$ cat config.mk
export PLATFORM = sky130hd
export DESIGN_NAME = ict_core
export DESIGN_NICKNAME = d
export VERILOG_FILES = /design/src/ict_pkg.sv /design/src/ict_core.sv
export SDC_FILE = /design/constraint.sdc
export NUM_CORES = 1
export LEC_CHECK = 0
export BUFFER_PORTS_ARGS = -buffer_cell sky130_fd_sc_hd__buf_2
export CORE_MARGIN = 2
export CORE_UTILIZATION = 35
export DETAILED_ROUTE_END_ITERATION = 10
export GPL_TIMING_DRIVEN = 0
export HOLD_SLACK_MARGIN = 0.05
export PLACE_DENSITY_LB_ADDON = 0.1
export SETUP_SLACK_MARGIN = 0.2
export SYNTH_ARGS = -nofsm -noshare
export SYNTH_HDL_FRONTEND = slang
export SYNTH_SLANG_ARGS = --single-unit
$ cat constraint.sdc
create_clock -name clock_in -period 4.49 [get_ports clock_in]
set_input_delay 0.449 -clock clock_in [delete_from_list [all_inputs] [get_ports clock_in]]
set_output_delay 0.449 -clock clock_in [all_outputs]
set_load 0.03 [all_outputs]
$ cat src/ict_pkg.sv
// =====================================================================
// Shared types and constants of the instruction cycle timing core.
package ict_pkg;

  // =====================================================================
  // Clock and bus cycle figures.
  localparam int CLK_PERIOD_NS = 50;
  localparam logic [1:0] BUS_LAST_PHASE = 2'h3;
  localparam logic [7:0] PREDEC_EXTRA = 8'h02;
  localparam logic [7:0] LONG_DEST_EXTRA = 8'h04;
  localparam logic [7:0] PREDEC_DEST_PERIODS = 8'h04;
  localparam logic [3:0] BW_DEST_WRITES = 4'h1;
  localparam logic [3:0] LONG_DEST_WRITES = 4'h2;

  // =====================================================================
  // Operand modes and request kinds.
  typedef enum logic [3:0] {
    M_DREG = 4'h0, M_AREG = 4'h1, M_IND = 4'h2, M_POST = 4'h3,
    M_PRE = 4'h4, M_DISP = 4'h5, M_INDEX = 4'h6, M_ABSW = 4'h7,
    M_ABSL = 4'h8, M_PCDISP = 4'h9, M_PCINDEX = 4'ha, M_IMM = 4'hb
  } ict_mode_e;

  typedef enum logic {OP_EA = 1'b0, OP_MOVE = 1'b1} ict_op_e;

  typedef enum logic [3:0] {
    ST_IDLE = 4'b0001, ST_READ = 4'b0010, ST_INTERN = 4'b0100, ST_WRITE = 4'b1000
  } ict_state_e;

  // =====================================================================
  // Carriers.
  typedef struct packed {
    ict_op_e op;
    logic size_long;
    logic fetch;
    ict_mode_e src;
    ict_mode_e dst;
    logic loop_candidate;
    logic branch_to_self;
    logic loop_condition;
    logic count_expired;
  } ict_req_s;

  typedef struct packed {
    logic [7:0] periods;
    logic [3:0] reads;
    logic [3:0] writes;
  } ict_cost_s;

  typedef struct packed {
    logic [15:0] periods;
    logic [3:0] reads;
    logic [3:0] writes;
    logic [15:0] waits;
  } ict_result_s;

  typedef struct packed {
    ict_state_e state;
    logic [1:0] phase;
    logic [3:0] rd_left;
    logic [3:0] wr_left;
    logic [7:0] idle_left;
    logic [15:0] periods;
    logic [15:0] waits;
    logic [3:0] rd_done;
    logic [3:0] wr_done;
    ict_cost_s plan;
    logic is_ea;
    logic loop_active;
    logic done;
    ict_result_s result;
    logic [2:0] wait_sync;
    logic wait_q;
  } ict_st_s;

  // =====================================================================
  // Fixed costs of the move and loop forms.
  localparam ict_cost_s OPCODE_COST = '{8'h04, 4'h1, 4'h0};
  localparam ict_cost_s LOOP_CONT_REG = '{8'h0a, 4'h0, 4'h1};
  localparam ict_cost_s LOOP_CONT_MEM = '{8'h0e, 4'h1, 4'h1};
  localparam ict_cost_s LOOP_TRUE_REG = '{8'h12, 4'h2, 4'h1};
  localparam ict_cost_s LOOP_TRUE_MEM = '{8'h14, 4'h3, 4'h1};
  localparam ict_cost_s LOOP_EXP_REG = '{8'h10, 4'h2, 4'h1};
  localparam ict_cost_s LOOP_EXP_MEM = '{8'h12, 4'h3, 4'h1};

endpackage

$ cat src/ict_core.sv
`timescale 1ns/1ps

// How it works
// Unstretched read or write cycle lasts four periods.
// Each memory wait period adds to total.
// Totals include opcode fetch, operand reads and writes.
// Non-bus periods leave the bus idle.
// Address computation never writes; includes extension reads except for byte/word displacement without fetch.
// Register direct operands cost nothing.
// Indirect and postincrement address costs.
// Predecrement and displacement address costs.
// Indexed and absolute short address costs.
// Absolute long and counter displacement costs.
// Counter indexed and immediate costs, fetch only.
// Index register size never changes timing.
// Byte/word moves from a register source.
// Byte/word moves from memory sources.
// Loop continuing: no opcode fetch, loop table.
// Loop ending on true condition costs more.
// Loop ending on expired count costs.
// Loop entered only for looping single-word instruction.
// Long moves use two writes per operand.
module ict_core #(
  parameter int COUNT_W = 16
) (
  input wire logic clock_in,
  input wire logic rst_in,
  input wire logic req_valid_in,
  input wire ict_pkg::ict_req_s req_in,
  output logic req_ready_out,
  input wire logic mem_wait_in,
  output logic bus_start_out,
  output logic bus_read_out,
  output logic bus_write_out,
  output logic done_out,
  output ict_pkg::ict_result_s result_out,
  output logic loop_active_out,
  output logic opcode_fetch_skip_out
);
  import ict_pkg::*;

  if (COUNT_W != 16) begin : g_chk
    $error("COUNT_W must match the 16-bit result carrier");
  end

  // =====================================================================
  // Cost lookup.
  function automatic ict_cost_s ea_cost(ict_mode_e m, logic lng, logic fetch);
    ict_cost_s c;
    c = '0;
    case (m)
      M_DREG, M_AREG: c = '0;
      M_IND: c = fetch ? (lng ? '{8'h08, 4'h2, 4'h0} : '{8'h04, 4'h1, 4'h0}) : '{8'h02, 4'h0, 4'h0};
      M_POST: c = fetch ? (lng ? '{8'h08, 4'h2, 4'h0} : '{8'h04, 4'h1, 4'h0}) : '{8'h04, 4'h0, 4'h0};
      M_PRE: c = fetch ? (lng ? '{8'h0a, 4'h2, 4'h0} : '{8'h06, 4'h1, 4'h0}) : '{8'h04, 4'h0, 4'h0};
      M_DISP: begin
        if (fetch) begin
          c = lng ? '{8'h0c, 4'h3, 4'h0} : '{8'h08, 4'h2, 4'h0};
        end else begin
          c = lng ? '{8'h04, 4'h1, 4'h0} : '{8'h04, 4'h0, 4'h0};
        end
      end
      // The index register size is not an input: both sizes share one cost.
      M_INDEX: c = fetch ? (lng ? '{8'h0e, 4'h3, 4'h0} : '{8'h0a, 4'h2, 4'h0}) : '{8'h08, 4'h1, 4'h0};
      M_ABSW: c = fetch ? (lng ? '{8'h0c, 4'h3, 4'h0} : '{8'h08, 4'h2, 4'h0}) : '{8'h04, 4'h1, 4'h0};
      M_ABSL: c = fetch ? (lng ? '{8'h10, 4'h4, 4'h0} : '{8'h0c, 4'h3, 4'h0}) : '{8'h08, 4'h2, 4'h0};
      M_PCDISP: c = lng ? '{8'h0c, 4'h3, 4'h0} : '{8'h08, 4'h2, 4'h0};
      M_PCINDEX: c = lng ? '{8'h0e, 4'h3, 4'h0} : '{8'h0a, 4'h2, 4'h0};
      M_IMM: c = lng ? '{8'h08, 4'h2, 4'h0} : '{8'h04, 4'h1, 4'h0};
      default: c = '0;
    endcase
    return c;
  endfunction

  function automatic logic is_reg(ict_mode_e m);
    return (m == M_DREG) || (m == M_AREG);
  endfunction

  // Only a single-word byte/word move between these modes can loop.
  function automatic logic loopable(ict_req_s q);
    logic src_ok;
    logic dst_ok;
    src_ok = is_reg(q.src) || q.src == M_IND || q.src == M_POST || q.src == M_PRE;
    dst_ok = q.dst == M_IND || q.dst == M_POST || (q.dst == M_PRE && !is_reg(q.src));
    return (q.op == OP_MOVE) && !q.size_long && src_ok && dst_ok;
  endfunction

  function automatic ict_cost_s cost_of(ict_req_s q, logic in_loop);
    ict_cost_s src;
    ict_cost_s dst;
    ict_cost_s c;
    src = ea_cost(q.src, q.size_long, 1'b1);
    dst = ea_cost(q.dst, 1'b0, 1'b1);
    c = '0;
    if (q.op == OP_EA) begin
      c = ea_cost(q.src, q.size_long, q.fetch);
    end else if (in_loop && loopable(q)) begin
      if (q.loop_condition) begin
        c = is_reg(q.src) ? LOOP_TRUE_REG : LOOP_TRUE_MEM;
      end else if (q.count_expired) begin
        c = is_reg(q.src) ? LOOP_EXP_REG : LOOP_EXP_MEM;
      end else begin
        c = is_reg(q.src) ? LOOP_CONT_REG : LOOP_CONT_MEM;
      end
      if (q.src == M_PRE) begin
        c.periods = c.periods + PREDEC_EXTRA;
      end
      if (q.dst == M_PRE) begin
        c.periods = c.periods + PREDEC_EXTRA;
      end
    end else begin
      if (is_reg(q.dst)) begin
        dst = '0;
      end else begin
        if (q.dst == M_PRE) begin
          dst.periods = PREDEC_DEST_PERIODS;
        end
        // The destination's last operand read becomes the store.
        dst.reads = dst.reads - 4'h1;
        dst.writes = q.size_long ? LONG_DEST_WRITES : BW_DEST_WRITES;
        if (q.size_long) begin
          dst.periods = dst.periods + LONG_DEST_EXTRA;
        end
        if (q.size_long && q.dst == M_PRE && is_reg(q.src)) begin
          dst.periods = dst.periods + PREDEC_EXTRA;
        end
      end
      c.periods = OPCODE_COST.periods + src.periods + dst.periods;
      c.reads = OPCODE_COST.reads + src.reads + dst.reads;
      c.writes = dst.writes;
    end
    return c;
  endfunction

  // Reads first, then internal periods, then writes.
  function automatic ict_state_e pick(logic [3:0] rd, logic [7:0] idle, logic [3:0] wr);
    ict_state_e st;
    if (rd != 4'h0) begin
      st = ST_READ;
    end else if (idle != 8'h00) begin
      st = ST_INTERN;
    end else if (wr != 4'h0) begin
      st = ST_WRITE;
    end else begin
      st = ST_IDLE;
    end
    return st;
  endfunction

  // =====================================================================
  // State.
  ict_st_s s_r;
  ict_st_s s_nxt;
  ict_cost_s plan_c;
  logic finish_c;
  logic in_bus;

  assign in_bus = (s_r.state == ST_READ) || (s_r.state == ST_WRITE);
  assign req_ready_out = (s_r.state == ST_IDLE);
  assign bus_start_out = in_bus && (s_r.phase == 2'h0);
  assign bus_read_out = (s_r.state == ST_READ);
  assign bus_write_out = (s_r.state == ST_WRITE);
  assign done_out = s_r.done;
  assign result_out = s_r.result;
  assign loop_active_out = s_r.loop_active;
  assign opcode_fetch_skip_out = s_r.loop_active;

  always_comb begin
    s_nxt = s_r;
    plan_c = '0;
    finish_c = 1'b0;
    s_nxt.done = 1'b0;
    s_nxt.wait_sync = {s_r.wait_sync[1:0], mem_wait_in};
    if (s_r.wait_sync[1] == s_r.wait_sync[2]) begin
      s_nxt.wait_q = s_r.wait_sync[2];
    end
    case (s_r.state)
      ST_IDLE: begin
        if (req_valid_in) begin
          plan_c = cost_of(req_in, s_r.loop_active);
          s_nxt.plan = plan_c;
          s_nxt.is_ea = (req_in.op == OP_EA);
          s_nxt.rd_left = plan_c.reads;
          s_nxt.wr_left = plan_c.writes;
          s_nxt.idle_left = plan_c.periods - 8'({plan_c.reads + plan_c.writes, 2'b00});
          s_nxt.periods = '0;
          s_nxt.waits = '0;
          s_nxt.rd_done = '0;
          s_nxt.wr_done = '0;
          s_nxt.phase = 2'h0;
          if (s_r.loop_active && loopable(req_in)) begin
            s_nxt.loop_active = !(req_in.loop_condition || req_in.count_expired);
          end else begin
            s_nxt.loop_active = req_in.loop_candidate && req_in.branch_to_self && loopable(req_in);
          end
          s_nxt.state = pick(s_nxt.rd_left, s_nxt.idle_left, s_nxt.wr_left);
          finish_c = (s_nxt.state == ST_IDLE);
        end
      end
      ST_READ, ST_WRITE: begin
        s_nxt.periods = s_r.periods + 16'h0001;
        if (s_r.phase != BUS_LAST_PHASE) begin
          s_nxt.phase = s_r.phase + 2'h1;
        end else if (s_r.wait_q) begin
          s_nxt.waits = s_r.waits + 16'h0001;
        end else begin
          s_nxt.phase = 2'h0;
          if (s_r.state == ST_READ) begin
            s_nxt.rd_left = s_r.rd_left - 4'h1;
            s_nxt.rd_done = s_r.rd_done + 4'h1;
          end else begin
            s_nxt.wr_left = s_r.wr_left - 4'h1;
            s_nxt.wr_done = s_r.wr_done + 4'h1;
          end
          s_nxt.state = pick(s_nxt.rd_left, s_nxt.idle_left, s_nxt.wr_left);
          finish_c = (s_nxt.state == ST_IDLE);
        end
      end
      ST_INTERN: begin
        s_nxt.periods = s_r.periods + 16'h0001;
        s_nxt.idle_left = s_r.idle_left - 8'h01;
        s_nxt.state = pick(s_nxt.rd_left, s_nxt.idle_left, s_nxt.wr_left);
        finish_c = (s_nxt.state == ST_IDLE);
      end
      default: begin
        s_nxt.state = ST_IDLE;
      end
    endcase
    if (finish_c) begin
      s_nxt.done = 1'b1;
      s_nxt.result = '{s_nxt.periods, s_nxt.rd_done, s_nxt.wr_done, s_nxt.waits};
    end
  end

  always_ff @(posedge clock_in or posedge rst_in) begin
    if (rst_in) begin
      s_r <= '{state: ST_IDLE, default: '0};
    end else begin
      s_r <= s_nxt;
    end
  end

  logic accept;
  assign accept = req_valid_in && req_ready_out;
endmodule // ict_core

# [Word-level counts from Yosys, hierarchy flattened]
# Cells that the tools add are included.
[classes] add_sub_neg=19 n_eq_ne=35 muxes=102 n_bitwise=1 reduce_logical=49
[op_table] op="$mux W16" count=22
[op_table] op="$mux W8" count=21
[op_table] op="$pmux W16 S10" count=1
[op_table] op="$mux W4" count=26
[op_table] op="$mux W80" count=1
[op_table] op="$pmux W13 S5" count=1
[op_table] op="$pmux W12 S5" count=1
[op_table] op="$mux W13" count=4
[op_table] op="$mux W12" count=4
[op_table] op="$pmux W24 S2" count=1
[op_table] op="$mux W11" count=4
[op_table] op="$mux W41" count=1
[op_table] op="$eq A4 B3 Y1 const B" count=9
[op_table] op="$eq A4 B4 Y1 const B" count=9
[op_table] op="$add A16 B1 Y16 const B" count=2
[op_table] op="$pmux W16 S2" count=1
[op_table] op="$add A8 B2 Y8 const B" count=3
[op_table] op="$eq A4 B1 Y1 const B" count=6
[op_table] op="$mux W24" count=1
[op_table] op="$reduce_bool A4 Y1" count=6
[op_table] op="$reduce_bool A8 Y1" count=3
[op_table] op="$eq A4 B2 Y1 const B" count=5
[op_table] op="$pmux W10 S2" count=1
[op_table] op="$pmux W8 S2" count=1
[op_table] op="32 further kinds" count=72
[totals] reg_bits=125 inputBits=19 out_inout_bits=47 wordCells=227

# [Logic depth before layout (Yosys ltp)]
[depth] depth_word=42 depth_mapped=27 mapped_depth_nobuf=25

# [Worst setup path after synthesis]
# OpenSTA, ideal clock, no wires.
[synth_path] kind="input port to flip-flop" startpoint="input port req_in[11] (netlist name)" endpoint="register s_r, in the netlist result_out[0]" arrival_ps=5306 slack_ps=-941 cell_stages=23 cell_sequence="inv_1 ha_1 clkbuf_1 inv_1 and3_1 o21ai_0 o2111ai_1 ha_1 fa_1 o21ai_0 a32o_2 ha_1 a21oi_1 nor2_1 xnor2_1 ha_1 or3b_2 o211ai_1 mux2i_1 a211oi_2 a311o_4 buf_12 mux2_4"
[synth_between] elab_chain_cells=30
[synth_rtl] element="from (decl)" line="ict_core.sv:29" text="input wire ict_pkg::ict_req_s req_in,"
[synth_rtl] element="$eq A4 B1 Y1 / $logic_not A4 Y1 (equally long branches)" line="ict_core.sv:76" text="return (m == M_DREG) || (m == M_AREG);"
[synth_rtl] element="$logic_or A1 B1 Y1" line="ict_core.sv:76"
[synth_rtl] element="$mux W10 / $mux W11 (equally long branches)" line="ict_core.sv:101, ict_core.sv:103"
[synth_rtl] element="$mux W13" line="ict_core.sv:100" text="end else if (q.count_expired) begin"
[synth_rtl] element="$mux W13" line="ict_core.sv:98" text="if (q.loop_condition) begin"
[synth_rtl] element="$mux W16" line="ict_core.sv:97" text="end else if (in_loop && loopable(q)) begin"
[synth_rtl] element="$mux W16" line="ict_core.sv:95" text="if (q.op == OP_EA) begin"
[synth_rtl] element="$mux W16" line="ict_core.sv:179" text="if (req_valid_in) begin"
[synth_rtl] element="[... 14 more ...]"
[synth_rtl] element="$reduce_bool A8 Y1" line="ict_core.sv:140" text="end else if (idle != 8'h00) begin"
[synth_rtl] element="$mux W4" line="ict_core.sv:140"
[synth_rtl] element="$mux W4 *" line="ict_core.sv:138" text="if (rd != 4'h0) begin"
[synth_rtl] element="$mux W4 *" line="ict_core.sv:179"
[synth_rtl] element="$mux W4 *" line="ict_core.sv:177" text="case (s_r.state)"
[synth_rtl] element="$eq A4 B1 Y1 *" line="ict_core.sv:197" text="finish_c = (s_nxt.state == ST_IDLE);"
[synth_rtl] element="$mux W1 *" line="ict_core.sv:179"
[synth_rtl] element="$pmux W1 S3 *" line="ict_core.sv:177"
[synth_rtl] element="to (signal assigned)" line="ict_core.sv:239" text="s_r <= s_nxt;"
[synth_rtl] element="to (decl)" line="ict_core.sv:152" text="ict_st_s s_r;"
# Every way passes the cells marked *; elsewhere a longest branch is shown, timed or not. The select of a mux whose other input is x is not followed.
# A chain may end at the register's enable or synchronous reset.

# [Worst setup path in the final report]
[layout_path] startpoint="input port req_in[11] (netlist name)" endpoint="register s_r, in the netlist result_out[18]"
# Same word-level chain as after synthesis.

==> out/summary.txt <==
Core ar. -> 0.02109 mm2
Inst Count DP -> 1159
Final Hold Viols -> 0
H-tree level count -> 3
grt ovf -> 0
Diodes inserted -> 0
wire per inst -> 15.62 um
final setup violation count -> 41
dominant cells by area after synthesis -> dfrtp_1 35%, mux2_4 8.0%, ha_1 6.0%
Mapped Cells -> 824
commonest cells after routing, fill and taps aside -> 107 x dfrtp_1, 78 x o21ai_0, 66 x nand2_1, 62 x buf_2, 60 x buf_4
routed vias -> 6279
GR Layer Usage met1 -> 25.34%
Worst-Margin Slew -> 1140 ps
ys async rst share -> 100.0%
GRT Resource Usage Total -> 17.16%
Post-synth EDFFs -> 0
YS warnings -> 0
max-slew violations -> 0
layout cells sized above 1 -> 28.60%
largest net degree at the start of global routing -> 68
met3 usage -> 2.078%
clk buf depth -> 2
Die H -> 150.9 um
overall power -> 3280 uW
clock sinks -> 108
Final Net Count -> 984
Root Buffer -> clkbuf_16
Max stage delay on crit path -> 480 ps
Non-Filler Instances -> 1205
crit-path most repeated cell -> buf_12
Power Density -> 356.4 mW/mm2
Clk pin slew, worst setup/hold paths -> 80 ps
routed vias/inst -> 5.211
CTS Buf Count -> 9
outcome -> finished, violations left
slowest CP cell -> fa_1
GRT met2 Usage -> 26.64%
RSZ-0062 raised after global routing -> true
clk_skew -> 13.77 ps
fmax -> 196.8 MHz
share of the synthesized area in the top cell type -> 35.47%
post-synthesis register bit count -> 108
Worst setup SP type -> input pin
failing checks -> setup timing
initial antenna violation count -> 1
Worst Path Arrival -> 5320 ps
post-layout util -> 43.64%
commonest non-fill, non-tap cell in the layout -> dfrtp_1
P_leak -> 0.004192 uW
vias in the first global route -> 5810
Synthesized Nets -> 883
DPL Wire Length -> 13.49 mm
setup TNS -> -22530 ps
Detail Route Antenna Nets -> 0
syn_area_per_cell -> 9.162 um2
dominant synthesized flop cell -> dfrtp_1
DRT Pass-1 Iters -> 5
DRC -> 0
busiest grt layer -> met2
CTS tree -> done
post-detailed-routing wire length -> 18.82 mm
Slew HR -> 23.43%
Final WS setup -> -591.9 ps
I/O Pins -> 66
hold slack final -> 108.4 ps
crit share post-route -> 113.2%
WP data required -> 4730 ps
Tmin final -> 5082 ps
Hold Crit Class -> input pin to asynchronous set/reset pin
Hold Buf Count CTS -> 0
DIE WIDTH -> 150.9 um
routability cong. -> 0.8487
register area share after synthesis -> 35.81%
die area -> 0.02276 mm2
IO buf count -> 59
CP endpoint kind -> register
max-cap violation count -> 0
area grow syn2layout -> 21.89%
Cell Area, Synth -> 0.007550 mm2
Synth area leader -> dfrtp_1
clk_lat worst skew -> 360 ps
wire length of the first global-routing pass -> 30.98 mm
row count -> 53
Iteration-0 DRC Markers -> 357
worst-path fanout max -> 6
worst vdd ir -> 191.5 uV
Worst Setup Path Type -> input pin to register
initial core utilization -> 35.80%
synth unique cells -> 82
# fillers -> 2126
## worst paths after layout
check,from,end,slack (ps),cells after the start
setup / recovery,req_in[11],result_out[18],-590,26
hold / removal,rst_in,s_r[82],110,2
setup reg to reg,loop_active_out,result_out[18],-280,19
hold reg to reg,s_nxt[2],s_nxt[3],350,0
max in group asynchronous,rst_in,s_r[121],3690,3
min in group clock_in,mem_wait_in,s_nxt[2],200,1
## registers in the layout, summed over array words and instances (netlist names)
signal           flops
s_r                 64
result_out          40
s_nxt                2
done_out             1
loop_active_out      1
## timing repair
action	4_1_cts	5_1_grt
cloned	4	0
resized for setup	56	13
pin swaps	28	16
buffers inserted	18	8
endpoints found under the setup margin	49	45
## Yosys cell counts (5+ instances only)
cell type  instances
a21o_1             5
nor2b_1           10
o211ai_1           8
nor3_1            18
a21oi_1           42
nand2_1           67
nand2b_1          17
xor2_1            11
nand3_1           33
xnor2_1           14
nand4_1            6
mux2_4            40
buf_4             42
ha_1              36
inv_1             37
and4_1             5
nor2_1            61
or3_1              7
and2_1            14
a31oi_1           12
dfrtp_1          107
clkbuf_1          27
o31ai_1           13
o21ai_0           83
nor3b_1            5
## critical path: cells and delay by family
family                     cells  cell delay, ps
and+or+nand+nor                1             160
AOI/OAI and AO/OA              9            1520
muxes                          2             460
adders and majority gates      5            1700
buffers and inverters          9            1020
## per-stage QoR
| stage | instance area, um2 | worst slack [ps] |
|---|---|---|
| floorplan | 7614 | -626.8 |
| global placement | 8253 | -1814 |
| detailed placement | 8285 | -1820 |
| CTS | 9057 | -541.4 |
| global route | 9203 | -801.6 |
| finish | 9203 | -591.9 |
## per-layer routing
layer | up-vias | wire (um)
li1 | 3132 | -
met1 | 3024 | 9512
met2 | 102 | 8473
met3 | 19 | 584
met4 | 2 | 240
met5 | - | 7
## power by group
group          internal [uW]  total [uW]  switching (uW)
clock                    401         793             392
combinational            516        1330             815
sequential              1070        1160            90.8
## cell type report
cell class	instances	area, um2	share of cell area (%)
Buffer	80	596.8	6.485
Multi-Input combinational cell	598	4407	47.89
Inverter	38	150.1	1.632
Sequential cell	108	2704	29.38
Tap cell	275	344.1	3.739
Clock buffer	11	242.7	2.638
Clock inverter	5	45.04	0.4895
Timing Repair Buffer	90	713.2	7.750
## kinds of logic after synthesis
group | after synthesis | synth area share (%)
buffers and inverters | 118 | 8.982
multiplexers | 45 | 8.634
XOR/XNOR | 25 | 2.900
AND/OR/NAND/NOR | 277 | 19.04
AO/OA/AOI/OAI | 210 | 17.47
flip-flops | 108 | 35.81
adder cells (fa/ha/maj) | 41 | 7.159
(Power assumes the default switching activity.)
